===== config.mk =====
export PLATFORM = sky130hd
export DESIGN_NAME = cas_core
export DESIGN_NICKNAME = d
export VERILOG_FILES = /design/src/shared/cas_pkg.sv /design/src/core/cas_core.sv
export SDC_FILE = /design/constraint.sdc
export NUM_CORES = 2
export LEC_CHECK = 0
export BUFFER_PORTS_ARGS = -buffer_cell sky130_fd_sc_hd__buf_4
export CORE_AREA = 4 4 367 369
export DETAILED_ROUTE_END_ITERATION = 6
export DIE_AREA = 0 0 371 373
export SYNTH_ARGS = -nofsm -noshare
export SYNTH_HDL_FRONTEND = slang
export SYNTH_SLANG_ARGS = --single-unit
export TNS_END_PERCENT = 30

===== constraint.sdc =====
create_clock -name clk -period 10.75 [get_ports clk]
set_input_delay 0.5375 -clock clk [delete_from_list [all_inputs] [get_ports clk]]
set_output_delay 0.5375 -clock clk [all_outputs]
set_load 0.01 [all_outputs]

===== src/shared/cas_pkg.sv =====
package cas_pkg;
  localparam int unsigned FLG_C = 0;
  localparam int unsigned FLG_Z = 1;
  localparam int unsigned FLG_N = 2;
  localparam int unsigned FLG_V = 3;
  localparam int unsigned FLG_S = 4;
  localparam int unsigned FLG_H = 5;
  localparam int unsigned FLG_T = 6;
  localparam int unsigned FLG_I = 7;
  localparam logic [7:0]  STATUS_RST = 8'h00;
  localparam logic [15:0] STK_RST    = 16'h0000;
  localparam logic [15:0] IO_BASE    = 16'h0020;
  localparam logic [15:0] SRAM_BASE  = 16'h0060;
  localparam logic [5:0]  IO_SPL     = 6'h3d;
  localparam logic [5:0]  IO_SPH     = 6'h3e;
  localparam logic [5:0]  IO_STATUS  = 6'h3f;
  localparam logic [4:0]  PTR_X_LO   = 5'h1a;
  localparam logic [4:0]  PTR_Z_LO   = 5'h1e;
  localparam logic [3:0]  OP_ADD = 4'h0, OP_ADC = 4'h1, OP_SUB = 4'h2, OP_SBC = 4'h3;
  localparam logic [3:0]  OP_AND = 4'h4, OP_OR = 4'h5, OP_EOR = 4'h6, OP_MOV = 4'h7;
  localparam logic [3:0]  OP_SUBI = 4'h8, OP_ORI = 4'h9, OP_ANDI = 4'ha, OP_LDI = 4'hb;
  localparam logic [3:0]  OP_MISC = 4'hc, OP_BR = 4'hd, OP_MEM = 4'he, OP_IO = 4'hf;
  localparam logic [3:0]  MS_COM = 4'h0, MS_NEG = 4'h1, MS_INC = 4'h2, MS_DEC = 4'h3;
  localparam logic [3:0]  MS_LSR = 4'h4, MS_ROR = 4'h5, MS_ASR = 4'h6, MS_SWAP = 4'h7;
  localparam logic [3:0]  MS_BSTORE = 4'h8, MS_BLOAD = 4'h9, MS_GION = 4'ha, MS_GIOFF = 4'hb;
  localparam logic [3:0]  MS_RET = 4'hc, MS_IRET = 4'hd, MS_CALL = 4'he;
  localparam logic [1:0]  LD_INT = 2'd0, LD_IO = 2'd1, LD_SRAM = 2'd2;
  typedef enum logic [3:0] {
    ST_EXEC, ST_LD_W, ST_LPM_A, ST_LPM_D, ST_CALL_T, ST_PUSH_L, ST_PUSH_H,
    ST_POP_H, ST_POP_L, ST_POP_D, ST_POP_F
  } cas_state_type;
endpackage


===== src/core/cas_core.sv =====
`timescale 1ns/1ps
module cas_core
  import cas_pkg::*;
#(
  parameter int PC_W = 11,
  parameter int NIRQ = 16
) (
  input  wire logic            clk,
  input  wire logic            rst_n,
  output wire logic [PC_W-1:0] pm_addr,
  input  wire logic [15:0]     pm_data,
  output wire logic [15:0]     dm_addr,
  output wire logic [7:0]      dm_wdata,
  output wire logic            dm_we,
  output wire logic            dm_re,
  input  wire logic [7:0]      dm_rdata,
  output wire logic [5:0]      io_addr,
  output wire logic [7:0]      io_wdata,
  output wire logic            io_we,
  output wire logic            io_re,
  input  wire logic [7:0]      io_rdata,
  input  wire logic [NIRQ-1:0] irq_req,
  output logic                 irq_ack,
  output logic [7:0]           irq_id,
  input  wire logic [7:0]      hst_addr,
  input  wire logic [7:0]      hst_wdata,
  input  wire logic            hst_wr,
  input  wire logic            hst_rd,
  output logic [7:0]           hst_rdata,
  output wire logic [7:0]      status_flags_reg,
  output wire logic [15:0]     stack_pointer
);

  // Returns {half carry, overflow, carry, result}; carry is a borrow when subtracting
  function automatic logic [10:0] arith(input logic [7:0] a, input logic [7:0] b,
                                        input logic cin, input logic sub);
    logic [8:0] s;
    logic       h;
    logic       v;
    s = sub ? ({1'b0, a} - {1'b0, b} - {8'h00, cin}) : ({1'b0, a} + {1'b0, b} + {8'h00, cin});
    if (sub) begin
      h = (~a[3] & b[3]) | (b[3] & s[3]) | (s[3] & ~a[3]);
      v = (a[7] & ~b[7] & ~s[7]) | (~a[7] & b[7] & s[7]);
    end else begin
      h = (a[3] & b[3]) | (b[3] & ~s[3]) | (~s[3] & a[3]);
      v = (a[7] & b[7] & ~s[7]) | (~a[7] & ~b[7] & s[7]);
    end
    return {h, v, s[8], s[7:0]};
  endfunction

  cas_state_type   state_r, state_nxt;
  logic [7:0]      gpr_r [32];
  logic [7:0]      status_r, status_nxt;
  logic [15:0]     sp_r, sp_nxt;
  logic [PC_W-1:0] pc_r, pc_nxt, ir_pc_r;
  logic            ir_valid_r, ir_valid_nxt;
  logic [15:0]     ir_hold_r, ret_r, ret_nxt;
  logic [7:0]      ld_int_r;
  logic [1:0]      ld_src_r;
  logic [4:0]      ld_dst_r;

  // Decode of the word in execute; held word is used by multi-cycle states
  wire        in_exec  = (state_r == ST_EXEC);
  wire [15:0] ir       = in_exec ? pm_data : ir_hold_r;
  wire [3:0]  op       = ir[15:12];
  wire [3:0]  msub     = ir[6:3];
  wire [2:0]  bsel     = ir[2:0];
  wire        use_imm  = (op[3:2] == 2'b10);
  wire [4:0]  dst      = use_imm ? {1'b1, ir[11:8]} : ir[11:7];
  wire [7:0]  opa      = gpr_r[dst];
  wire [7:0]  opb      = use_imm ? ir[7:0] : gpr_r[ir[6:2]];
  wire        is_misc  = (op == OP_MISC);
  wire        is_mem   = (op == OP_MEM) && !ir[3];
  wire        is_lpm   = (op == OP_MEM) && ir[3];
  wire        is_io    = (op == OP_IO);
  wire        is_call  = is_misc && (msub == MS_CALL);
  wire        is_ret   = is_misc && ((msub == MS_RET) || (msub == MS_IRET));
  wire        is_store = (is_mem || is_io) && ir[6];
  wire        is_load  = (is_mem || is_io) && !ir[6];

  // Lowest pending index has the lowest vector and therefore wins
  logic [7:0] irq_sel;
  always_comb begin
    irq_sel = 8'h00;
    for (int i = NIRQ - 1; i >= 0; i--) begin
      if (irq_req[i]) begin
        irq_sel = 8'(i);
      end
    end
  end
  wire irq_take = in_exec && ir_valid_r && status_r[FLG_I] && (|irq_req);
  wire exec_ok  = in_exec && ir_valid_r && !irq_take;

  wire [4:0]  ptr_idx  = PTR_X_LO + {2'b00, ir[5:4], 1'b0};
  wire [15:0] ptr_val  = {gpr_r[ptr_idx + 5'd1], gpr_r[ptr_idx]};
  wire [15:0] zptr     = {gpr_r[PTR_Z_LO + 5'd1], gpr_r[PTR_Z_LO]};
  wire        post_inc = (is_mem || is_lpm) && ir[2];

  wire [15:0] daddr    = is_io ? (IO_BASE + {10'h000, ir[5:0]}) : ptr_val;
  wire [15:0] io_rel   = daddr - IO_BASE;
  wire [5:0]  io_off   = io_rel[5:0];
  wire        in_reg   = (daddr < IO_BASE);
  wire        in_io    = !in_reg && (daddr < SRAM_BASE);
  wire        in_sram  = !in_reg && !in_io;
  wire        int_io   = in_io && ((io_off == IO_SPL) || (io_off == IO_SPH) ||
                                   (io_off == IO_STATUS));
  wire        d_wr     = exec_ok && is_store;
  wire        d_rd     = exec_ok && is_load;
  wire [7:0]  st_data  = gpr_r[ir[11:7]];

  function automatic logic [7:0] int_read(input logic [5:0] off, input logic [15:0] sp,
                                          input logic [7:0] st);
    case (off)
      IO_SPL:    return sp[7:0];
      IO_SPH:    return sp[15:8];
      IO_STATUS: return st;
      default:   return 8'h00;
    endcase
  endfunction

  wire [7:0] ld_int_val = in_reg ? gpr_r[daddr[4:0]] : int_read(io_off, sp_r, status_r);

  // return address goes to SRAM stack
  wire stk_push = (state_r == ST_PUSH_L) || (state_r == ST_PUSH_H);
  wire stk_pop  = (state_r == ST_POP_H) || (state_r == ST_POP_L);
  wire [15:0] sp_up = sp_r + 16'h0001;
  assign dm_addr  = stk_push ? sp_r : (stk_pop ? sp_up : daddr);
  assign dm_wdata = (state_r == ST_PUSH_L) ? ret_r[7:0] :
                    ((state_r == ST_PUSH_H) ? ret_r[15:8] : st_data);
  assign dm_we    = stk_push || (d_wr && in_sram);
  assign dm_re    = stk_pop || (d_rd && in_sram);
  assign io_addr  = io_off;
  assign io_wdata = st_data;
  assign io_we    = d_wr && in_io && !int_io;
  assign io_re    = d_rd && in_io && !int_io;
  assign pm_addr  = (state_r == ST_LPM_A) ? zptr[PC_W:1] : pc_r;

  // ALU; N and Z follow the result only where up_vnz is set, the rest per operation
  logic [7:0]  res;
  logic [10:0] ar;
  logic        rf_alu, f_h, f_v, f_c, up_h, up_vnz, up_c;
  always_comb begin
    res    = opa;
    ar     = arith(opa, opb, 1'b0, 1'b0);
    rf_alu = 1'b0;
    f_h    = ar[10];
    f_v    = 1'b0;
    f_c    = ar[8];
    up_h   = 1'b0;
    up_vnz = 1'b0;
    up_c   = 1'b0;
    case (op)
      OP_ADD, OP_ADC, OP_SUB, OP_SBC, OP_SUBI: begin
        ar     = arith(opa, opb, op[0] & status_r[FLG_C], op[1] | op[3]);
        res    = ar[7:0];
        f_h    = ar[10];
        f_v    = ar[9];
        f_c    = ar[8];
        rf_alu = 1'b1;
        up_h   = 1'b1;
        up_vnz = 1'b1;
        up_c   = 1'b1;
      end
      OP_AND, OP_ANDI, OP_OR, OP_ORI, OP_EOR: begin
        res    = (op == OP_OR || op == OP_ORI) ? (opa | opb) :
                 ((op == OP_EOR) ? (opa ^ opb) : (opa & opb));
        rf_alu = 1'b1;
        up_vnz = 1'b1;
      end
      OP_MOV, OP_LDI: begin
        res    = opb;
        rf_alu = 1'b1;
      end
      OP_MISC: begin
        case (msub)
          MS_COM: begin
            res = ~opa;
            f_c = 1'b1;
            {rf_alu, up_vnz, up_c} = 3'b111;
          end
          MS_NEG: begin
            ar  = arith(8'h00, opa, 1'b0, 1'b1);
            res = ar[7:0];
            {f_h, f_v, f_c} = {ar[10], ar[9], ar[8]};
            {rf_alu, up_h, up_vnz, up_c} = 4'hf;
          end
          MS_INC, MS_DEC: begin
            ar  = arith(opa, 8'h01, 1'b0, msub[0]);
            res = ar[7:0];
            f_v = ar[9];
            {rf_alu, up_vnz} = 2'b11;
          end
          MS_LSR, MS_ROR, MS_ASR: begin
            res = {(msub == MS_ROR) ? status_r[FLG_C] :
                   ((msub == MS_ASR) ? opa[7] : 1'b0), opa[7:1]};
            f_c = opa[0];
            f_v = res[7] ^ opa[0];
            {rf_alu, up_vnz, up_c} = 3'b111;
          end
          MS_SWAP: begin
            res    = {opa[3:0], opa[7:4]};
            rf_alu = 1'b1;
          end
          // bit load from the copy store
          MS_BLOAD: begin
            res          = opa;
            res[bsel]    = status_r[FLG_T];
            rf_alu       = 1'b1;
          end
          default: begin
            res = opa;
          end
        endcase
      end
      default: begin
        res = opa;
      end
    endcase
  end

  // nothing here saves status on entry or restores it on return
  always_comb begin
    status_nxt = status_r;
    if (exec_ok) begin
      if (up_vnz) begin
        status_nxt[FLG_V] = f_v;
        status_nxt[FLG_N] = res[7];
        status_nxt[FLG_Z] = (res == 8'h00);
      end
      if (up_h) begin
        status_nxt[FLG_H] = f_h;
      end
      if (up_c) begin
        status_nxt[FLG_C] = f_c;
      end
      if (is_misc) begin
        case (msub)
          MS_GION:   status_nxt[FLG_I] = 1'b1;
          MS_GIOFF:  status_nxt[FLG_I] = 1'b0;
          MS_IRET:   status_nxt[FLG_I] = 1'b1;
          // bit store into the copy store
          MS_BSTORE: status_nxt[FLG_T] = opa[bsel];
          default: status_nxt[FLG_T] = status_r[FLG_T];
        endcase
      end
      if (d_wr && in_io && io_off == IO_STATUS) begin
        status_nxt = st_data;
      end
    end
    if (irq_take) begin
      status_nxt[FLG_I] = 1'b0;
    end
    if (hst_wr && hst_addr == 8'(IO_BASE) + 8'(IO_STATUS)) begin
      status_nxt = hst_wdata;
    end
    // sign is derived, never stored apart
    status_nxt[FLG_S] = status_nxt[FLG_N] ^ status_nxt[FLG_V];
  end

  always_comb begin
    sp_nxt = sp_r;
    if (stk_push) begin
      sp_nxt = sp_r - 16'h0001;
    end else if (stk_pop) begin
      sp_nxt = sp_up;
    end else if (d_wr && in_io && io_off == IO_SPL) begin
      sp_nxt[7:0] = st_data;
    end else if (d_wr && in_io && io_off == IO_SPH) begin
      sp_nxt[15:8] = st_data;
    end
    if (hst_wr && hst_addr == 8'(IO_BASE) + 8'(IO_SPL)) begin
      sp_nxt[7:0] = hst_wdata;
    end
    if (hst_wr && hst_addr == 8'(IO_BASE) + 8'(IO_SPH)) begin
      sp_nxt[15:8] = hst_wdata;
    end
  end

  // Branch on one status bit, relative to the word after the branch
  wire             br_taken = (status_r[ir[11:9]] == ir[8]);
  wire [PC_W-1:0]  br_tgt   = ir_pc_r + {{(PC_W - 8){ir[7]}}, ir[7:0]} + PC_W'(1);
  wire [PC_W-1:0]  pc_inc   = pc_r + PC_W'(1);

  // sequencing keeps one fetch in flight behind execute
  always_comb begin
    state_nxt    = state_r;
    pc_nxt       = pc_r;
    ir_valid_nxt = 1'b0;
    ret_nxt      = ret_r;
    case (state_r)
      ST_EXEC: begin
        if (irq_take) begin
          ret_nxt   = 16'(ir_pc_r);
          pc_nxt    = PC_W'(irq_sel + 8'h01);
          state_nxt = ST_PUSH_L;
        end else if (!ir_valid_r) begin
          pc_nxt       = pc_inc;
          ir_valid_nxt = 1'b1;
        end else if (op == OP_BR && br_taken) begin
          pc_nxt = br_tgt;
        end else if (is_call) begin
          // second word is taken as the call target
          pc_nxt    = pc_inc;
          state_nxt = ST_CALL_T;
        end else if (is_ret) begin
          state_nxt = ST_POP_H;
        end else if (is_lpm) begin
          state_nxt = ST_LPM_A;
        end else if (is_load) begin
          state_nxt = ST_LD_W;
        end else begin
          pc_nxt       = pc_inc;
          ir_valid_nxt = 1'b1;
        end
      end
      ST_CALL_T: begin
        ret_nxt   = 16'(pc_r);
        pc_nxt    = pm_data[PC_W-1:0];
        state_nxt = ST_PUSH_L;
      end
      ST_PUSH_L: state_nxt = ST_PUSH_H;
      ST_POP_H:  state_nxt = ST_POP_L;
      ST_POP_L: begin
        ret_nxt[15:8] = dm_rdata;
        state_nxt     = ST_POP_D;
      end
      ST_POP_D: begin
        pc_nxt    = PC_W'({ret_r[15:8], dm_rdata});
        state_nxt = ST_POP_F;
      end
      ST_LPM_A:  state_nxt = ST_LPM_D;
      ST_PUSH_H, ST_POP_F, ST_LPM_D, ST_LD_W: begin
        pc_nxt       = pc_inc;
        ir_valid_nxt = 1'b1;
        state_nxt    = ST_EXEC;
      end
      default: state_nxt = ST_EXEC;
    endcase
  end

  // single write port, selected per source
  logic       rf_we;
  logic [4:0] rf_idx;
  logic [7:0] rf_val;
  wire  [7:0] lpm_byte = zptr[0] ? pm_data[15:8] : pm_data[7:0];
  wire  [7:0] ld_val   = (ld_src_r == LD_IO) ? io_rdata :
                         ((ld_src_r == LD_SRAM) ? dm_rdata : ld_int_r);
  always_comb begin
    rf_we  = 1'b0;
    rf_idx = dst;
    rf_val = res;
    if (state_r == ST_LD_W) begin
      {rf_we, rf_idx, rf_val} = {1'b1, ld_dst_r, ld_val};
    end else if (state_r == ST_LPM_D) begin
      {rf_we, rf_idx, rf_val} = {1'b1, ir_hold_r[11:7], lpm_byte};
    end else if (d_wr && in_reg) begin
      {rf_we, rf_idx, rf_val} = {1'b1, daddr[4:0], st_data};
    end else begin
      // result written back in the same cycle
      rf_we = exec_ok && rf_alu;
    end
  end
  wire       pw_mem  = exec_ok && is_mem && post_inc;
  wire       pw_lpm  = (state_r == ST_LPM_D) && ir_hold_r[2];
  wire [4:0] pw_idx  = pw_lpm ? PTR_Z_LO : ptr_idx;
  wire [15:0] pw_val = (pw_lpm ? zptr : ptr_val) + 16'h0001;

  always_ff @(posedge clk or negedge rst_n) begin
    if (!rst_n) begin
      for (int i = 0; i < 32; i++) begin
        gpr_r[i] <= 8'h00;
      end
    end else begin
      if (rf_we) begin
        gpr_r[rf_idx] <= rf_val;
      end
      // pointer post-increment as one 16-bit write
      if (pw_mem || pw_lpm) begin
        gpr_r[pw_idx]        <= pw_val[7:0];
        gpr_r[pw_idx + 5'd1] <= pw_val[15:8];
      end
      // Host writes win over the core in the same cycle
      if (hst_wr && hst_addr < 8'(IO_BASE)) begin
        gpr_r[hst_addr[4:0]] <= hst_wdata;
      end
    end
  end

  always_ff @(posedge clk or negedge rst_n) begin
    if (!rst_n) begin
      state_r    <= ST_EXEC;
      pc_r       <= '0;
      ir_pc_r    <= '0;
      ir_valid_r <= 1'b0;
      ir_hold_r  <= 16'h0000;
      ret_r      <= 16'h0000;
      status_r   <= STATUS_RST;
      sp_r       <= STK_RST;
    end else begin
      state_r    <= state_nxt;
      pc_r       <= pc_nxt;
      ir_pc_r    <= pc_r;
      ir_valid_r <= ir_valid_nxt;
      ir_hold_r  <= ir;
      ret_r      <= ret_nxt;
      status_r   <= status_nxt;
      sp_r       <= sp_nxt;
    end
  end

  always_ff @(posedge clk or negedge rst_n) begin
    if (!rst_n) begin
      ld_int_r <= 8'h00;
      ld_src_r <= LD_INT;
      ld_dst_r <= 5'h00;
    end else if (d_rd) begin
      ld_int_r <= ld_int_val;
      ld_src_r <= in_sram ? LD_SRAM : ((in_io && !int_io) ? LD_IO : LD_INT);
      ld_dst_r <= ir[11:7];
    end
  end

  // Ack is late by one cycle; the cleared enable prevents a second take meanwhile
  always_ff @(posedge clk or negedge rst_n) begin
    if (!rst_n) begin
      irq_ack   <= 1'b0;
      irq_id    <= 8'h00;
      hst_rdata <= 8'h00;
    end else begin
      irq_ack   <= irq_take;
      irq_id    <= irq_take ? irq_sel : irq_id;
      hst_rdata <= !hst_rd ? 8'h00 :
                   ((hst_addr < 8'(IO_BASE)) ? gpr_r[hst_addr[4:0]] :
                   int_read(6'(hst_addr - 8'(IO_BASE)), sp_r, status_r));
    end
  end

  assign status_flags_reg = status_r;
  assign stack_pointer    = sp_r;

endmodule


==> results.md <==
* Status: finished with violations
* Failing checks: capacitance limit
* Crit path largest cell delay at 1020 ps
* Row Count at 133
* CTS Sinks at 367
* Starting density of the core at 29.9%
* Fmax at 103 MHz
* Startpoint types: register
* GRT Max-Usage Layer: met2
* Setup violations, final at 0
* Post-CTS Hold Fix Bufs at 1
* Vias per inst at 7.08
* HPWL Detailed at 183 mm
* Max H-tree Level at 2
* Hold path start: hst_rd
* Vias in the first global route at 42100
* Mux cell area share after synthesis at 23.9%
* Core area at 131000 um^2
* Met3 Use GR at 15.3%
* Syn. warnings at 0
* IO Pins at 162
* Via count at 46500
* Largest family of logic cells by synthesized area: multiplexers
* Total Wirelength at 253 mm
* Initial drt markers at 8710
* CTS Buffer Depth at 3
* Netlist cell types at 100
* 1st-pass router iterations at 7
* Die area at 138000 um^2
* Crit path required time at 11310 ps
* Seq/Total Area, Yosys at 23.4%
* CTS clk-pin slew, worst paths at 60 ps
* Post-Synth Adder-Cell Area at 2.09%
* Final ANT Viol Nets at 0
* Max reg flops at 256
* Post-CTS Setup Bufs at 0
* Ratio of cells with drive above 1 in the final layout at 17.7%
* Synth Instances at 4753
* Avg Inst Size Synth at 8.24 um^2
* Top_reg_cell synth: dfrtp_1
* Port bufs at 157
* Initial antenna violation count at 23
* Post-synth EDFFs at 0
* Worst Path Arrival at 10270 ps
* Worst setup startpoint: state_r[0]
* R2r startpoint: state_r[0]
* Post-Route Setup TNS at 0 ps
* Post_cts resized at 0
* Total track usage at 34.9%
* Largest net degree at the start of global routing at 127
* Slew at the pin closest to its max-slew limit at 1480 ps
* Die X at 371 um
* GR Overflow Total at 0
* Synth Area in Compound Gates at 23.2%
* DR DRC count at 0
* Critical path class: register to register
* Worst-skew pair later-pin latency at 690 ps
* Clk_skew at 60.8 ps
* Root Buffer: clkbuf_16
* Routability congestion estimate at 1.15
* NumNets Final at 4883
* Most flops, register: gpr_r
* First-pass GRT wire length at 345 mm
* Pins over their slew limit at 0
* Tmin final at 9710 ps
* Num CTS Buffers at 46
* Cell Chain, Critical Path: or4_2, o211a_1, nor2_4, buf_4, mux4_2, a32oi_1, nand3_1, or2_2, ha_1, a31o_2, a21oi_1, o21bai_1, a211oi_1, a211o_1, a21oi_1, nand4b_1, nand4b_1, o31ai_1, or2_1, nand4_1, buf_4, a41oi_1
* Area growth from synthesis to layout at 12.6%
* Seq cells post-synth at 367
* Critical-path top delay cell: or4_2
* Worst Path Max Fanout at 26
* HP Class: input pin to register
* CTS tree: built
* Syn Std Cell Area at 39200 um^2
* Die height at 373 um
* Ratio of final minimum period to clock period at 90.3%
* Post-synthesis xor/xnor area fraction at 1.36%
* Final Hold Viols at 0
* Fraction of registers with async set/reset at 100%
* Max_slew headroom at 0.962%
* Post-synthesis simple-gate area fraction at 20.9%
* Critical Path Sink Type: register
* DR WL/cell at 38.6 um
* Max-Cap Viols at 1
* GR met2 Demand/Resource at 48.0%
* RSZ-0062 raised after global routing: false
* M1 GR Usage at 43.5%
## cells in the mapped netlist, types with 27 or more instances
cell / number / area [um^2]
a22oi_1: 57 / 428
nor2b_1: 36 / 225
or3_1: 42 / 263
o21ai_0: 444 / 2220
a21oi_1: 269 / 1350
ha_1: 56 / 701
nand3_1: 139 / 696
and3_1: 97 / 607
a32oi_1: 28 / 245
mux2_2: 50 / 563
buf_2: 76 / 380
nor3_1: 104 / 521
nand4_1: 45 / 282
a221o_1: 27 / 270
clkbuf_1: 265 / 995
buf_1: 45 / 169
a21o_1: 27 / 203
dfrtp_1: 367 / 9180
inv_1: 85 / 319
nor2_1: 388 / 1460
mux2i_1: 230 / 2300
a31oi_1: 114 / 713
a211oi_1: 75 / 563
xnor2_1: 37 / 324
o211ai_1: 46 / 345
mux4_2: 285 / 6420
nand2_1: 757 / 2840
nand2b_1: 31 / 194
o31ai_1: 32 / 240
## cells in the final DEF, fill, tap and decap left out, types with 56 or more instances in the layout
master and n:
nand2_1 756, o21ai_0 443, nor2_1 386, dfrtp_1 367, buf_4 347, mux4_2 285
a21oi_1 262, mux2i_1 227, nand3_1 139, a31oi_1 113, nor3_1 101, and3_1 97
inv_1 82, a211oi_1 74, a22oi_1 57, ha_1 56
## per-stage QoR
step | setup slack (ps) | cells | utilization [%] | hold slack, ps | area (um^2)
after global placement | 1790 | 6460 | 32.5 | 463 | 42600
after floorplan | 4070 | 4756 | - | 242 | 39200
final | 1040 | 6557 | 33.6 | 116 | 44100
after detailed placement | 1630 | 6460 | 32.5 | 466 | 42600
after CTS | 1600 | 6544 | 33.6 | 104 | 44100
after global routing | 804 | 6544 | 33.6 | 137 | 44100
## final timing paths
path | to | slack, ps | cells after the start
min in group asynchronous | gpr_r[177] | 460 | 2
max reg2reg | gpr_r[191] | 1040 | 22
max in group asynchronous | gpr_r[41] | 8100 | 4
min | hst_rdata[6] | 120 | 2
max | gpr_r[191] | 1040 | 22
min reg2reg | irq_id[0] | 480 | 2
## layer usage
layer  vias to the layer above  part of all wire, %
met5                         -                0.059
met2                      4567                   40
li1                      18000                    -
met3                      1164                   16
met4                        16                  9.0
met1                     22700                   35
## cell families (layout without fill, tap and decap cells)
| group | count (synthesis) | count (layout) |
|---|---|---|
| compound gates | 1416 | 1416 |
| xor+xnor | 61 | 61 |
| fa+ha+maj | 63 | 63 |
| buf+inv | 495 | 528 |
| flops | 367 | 367 |
| mux | 570 | 570 |
| other cells | 1 | 17 |
| simple gates | 1780 | 1780 |
## critical path, delay by kind of cell, from the launching register on
family          cells  cell delay [ps]
compound gates     10             2440
mux                 1              590
simple gates        8             4150
fa+ha+maj           1              660
flops               1              590
buf+inv             2             1090
## layout make-up
class,count,area (um^2)
clock inverter,20,176
tap,1755,2200
timing repair buffer,352,2690
sequential,367,9180
clock buffer,63,1260
multi-input combinational,3894,28200
antenna,13,32.5
fill,13800,87000
inverter,93,357
Power is left out: the tool's default activity adds up to more than one toggle a clock period on the data nets, which glitch-free logic cannot reach.
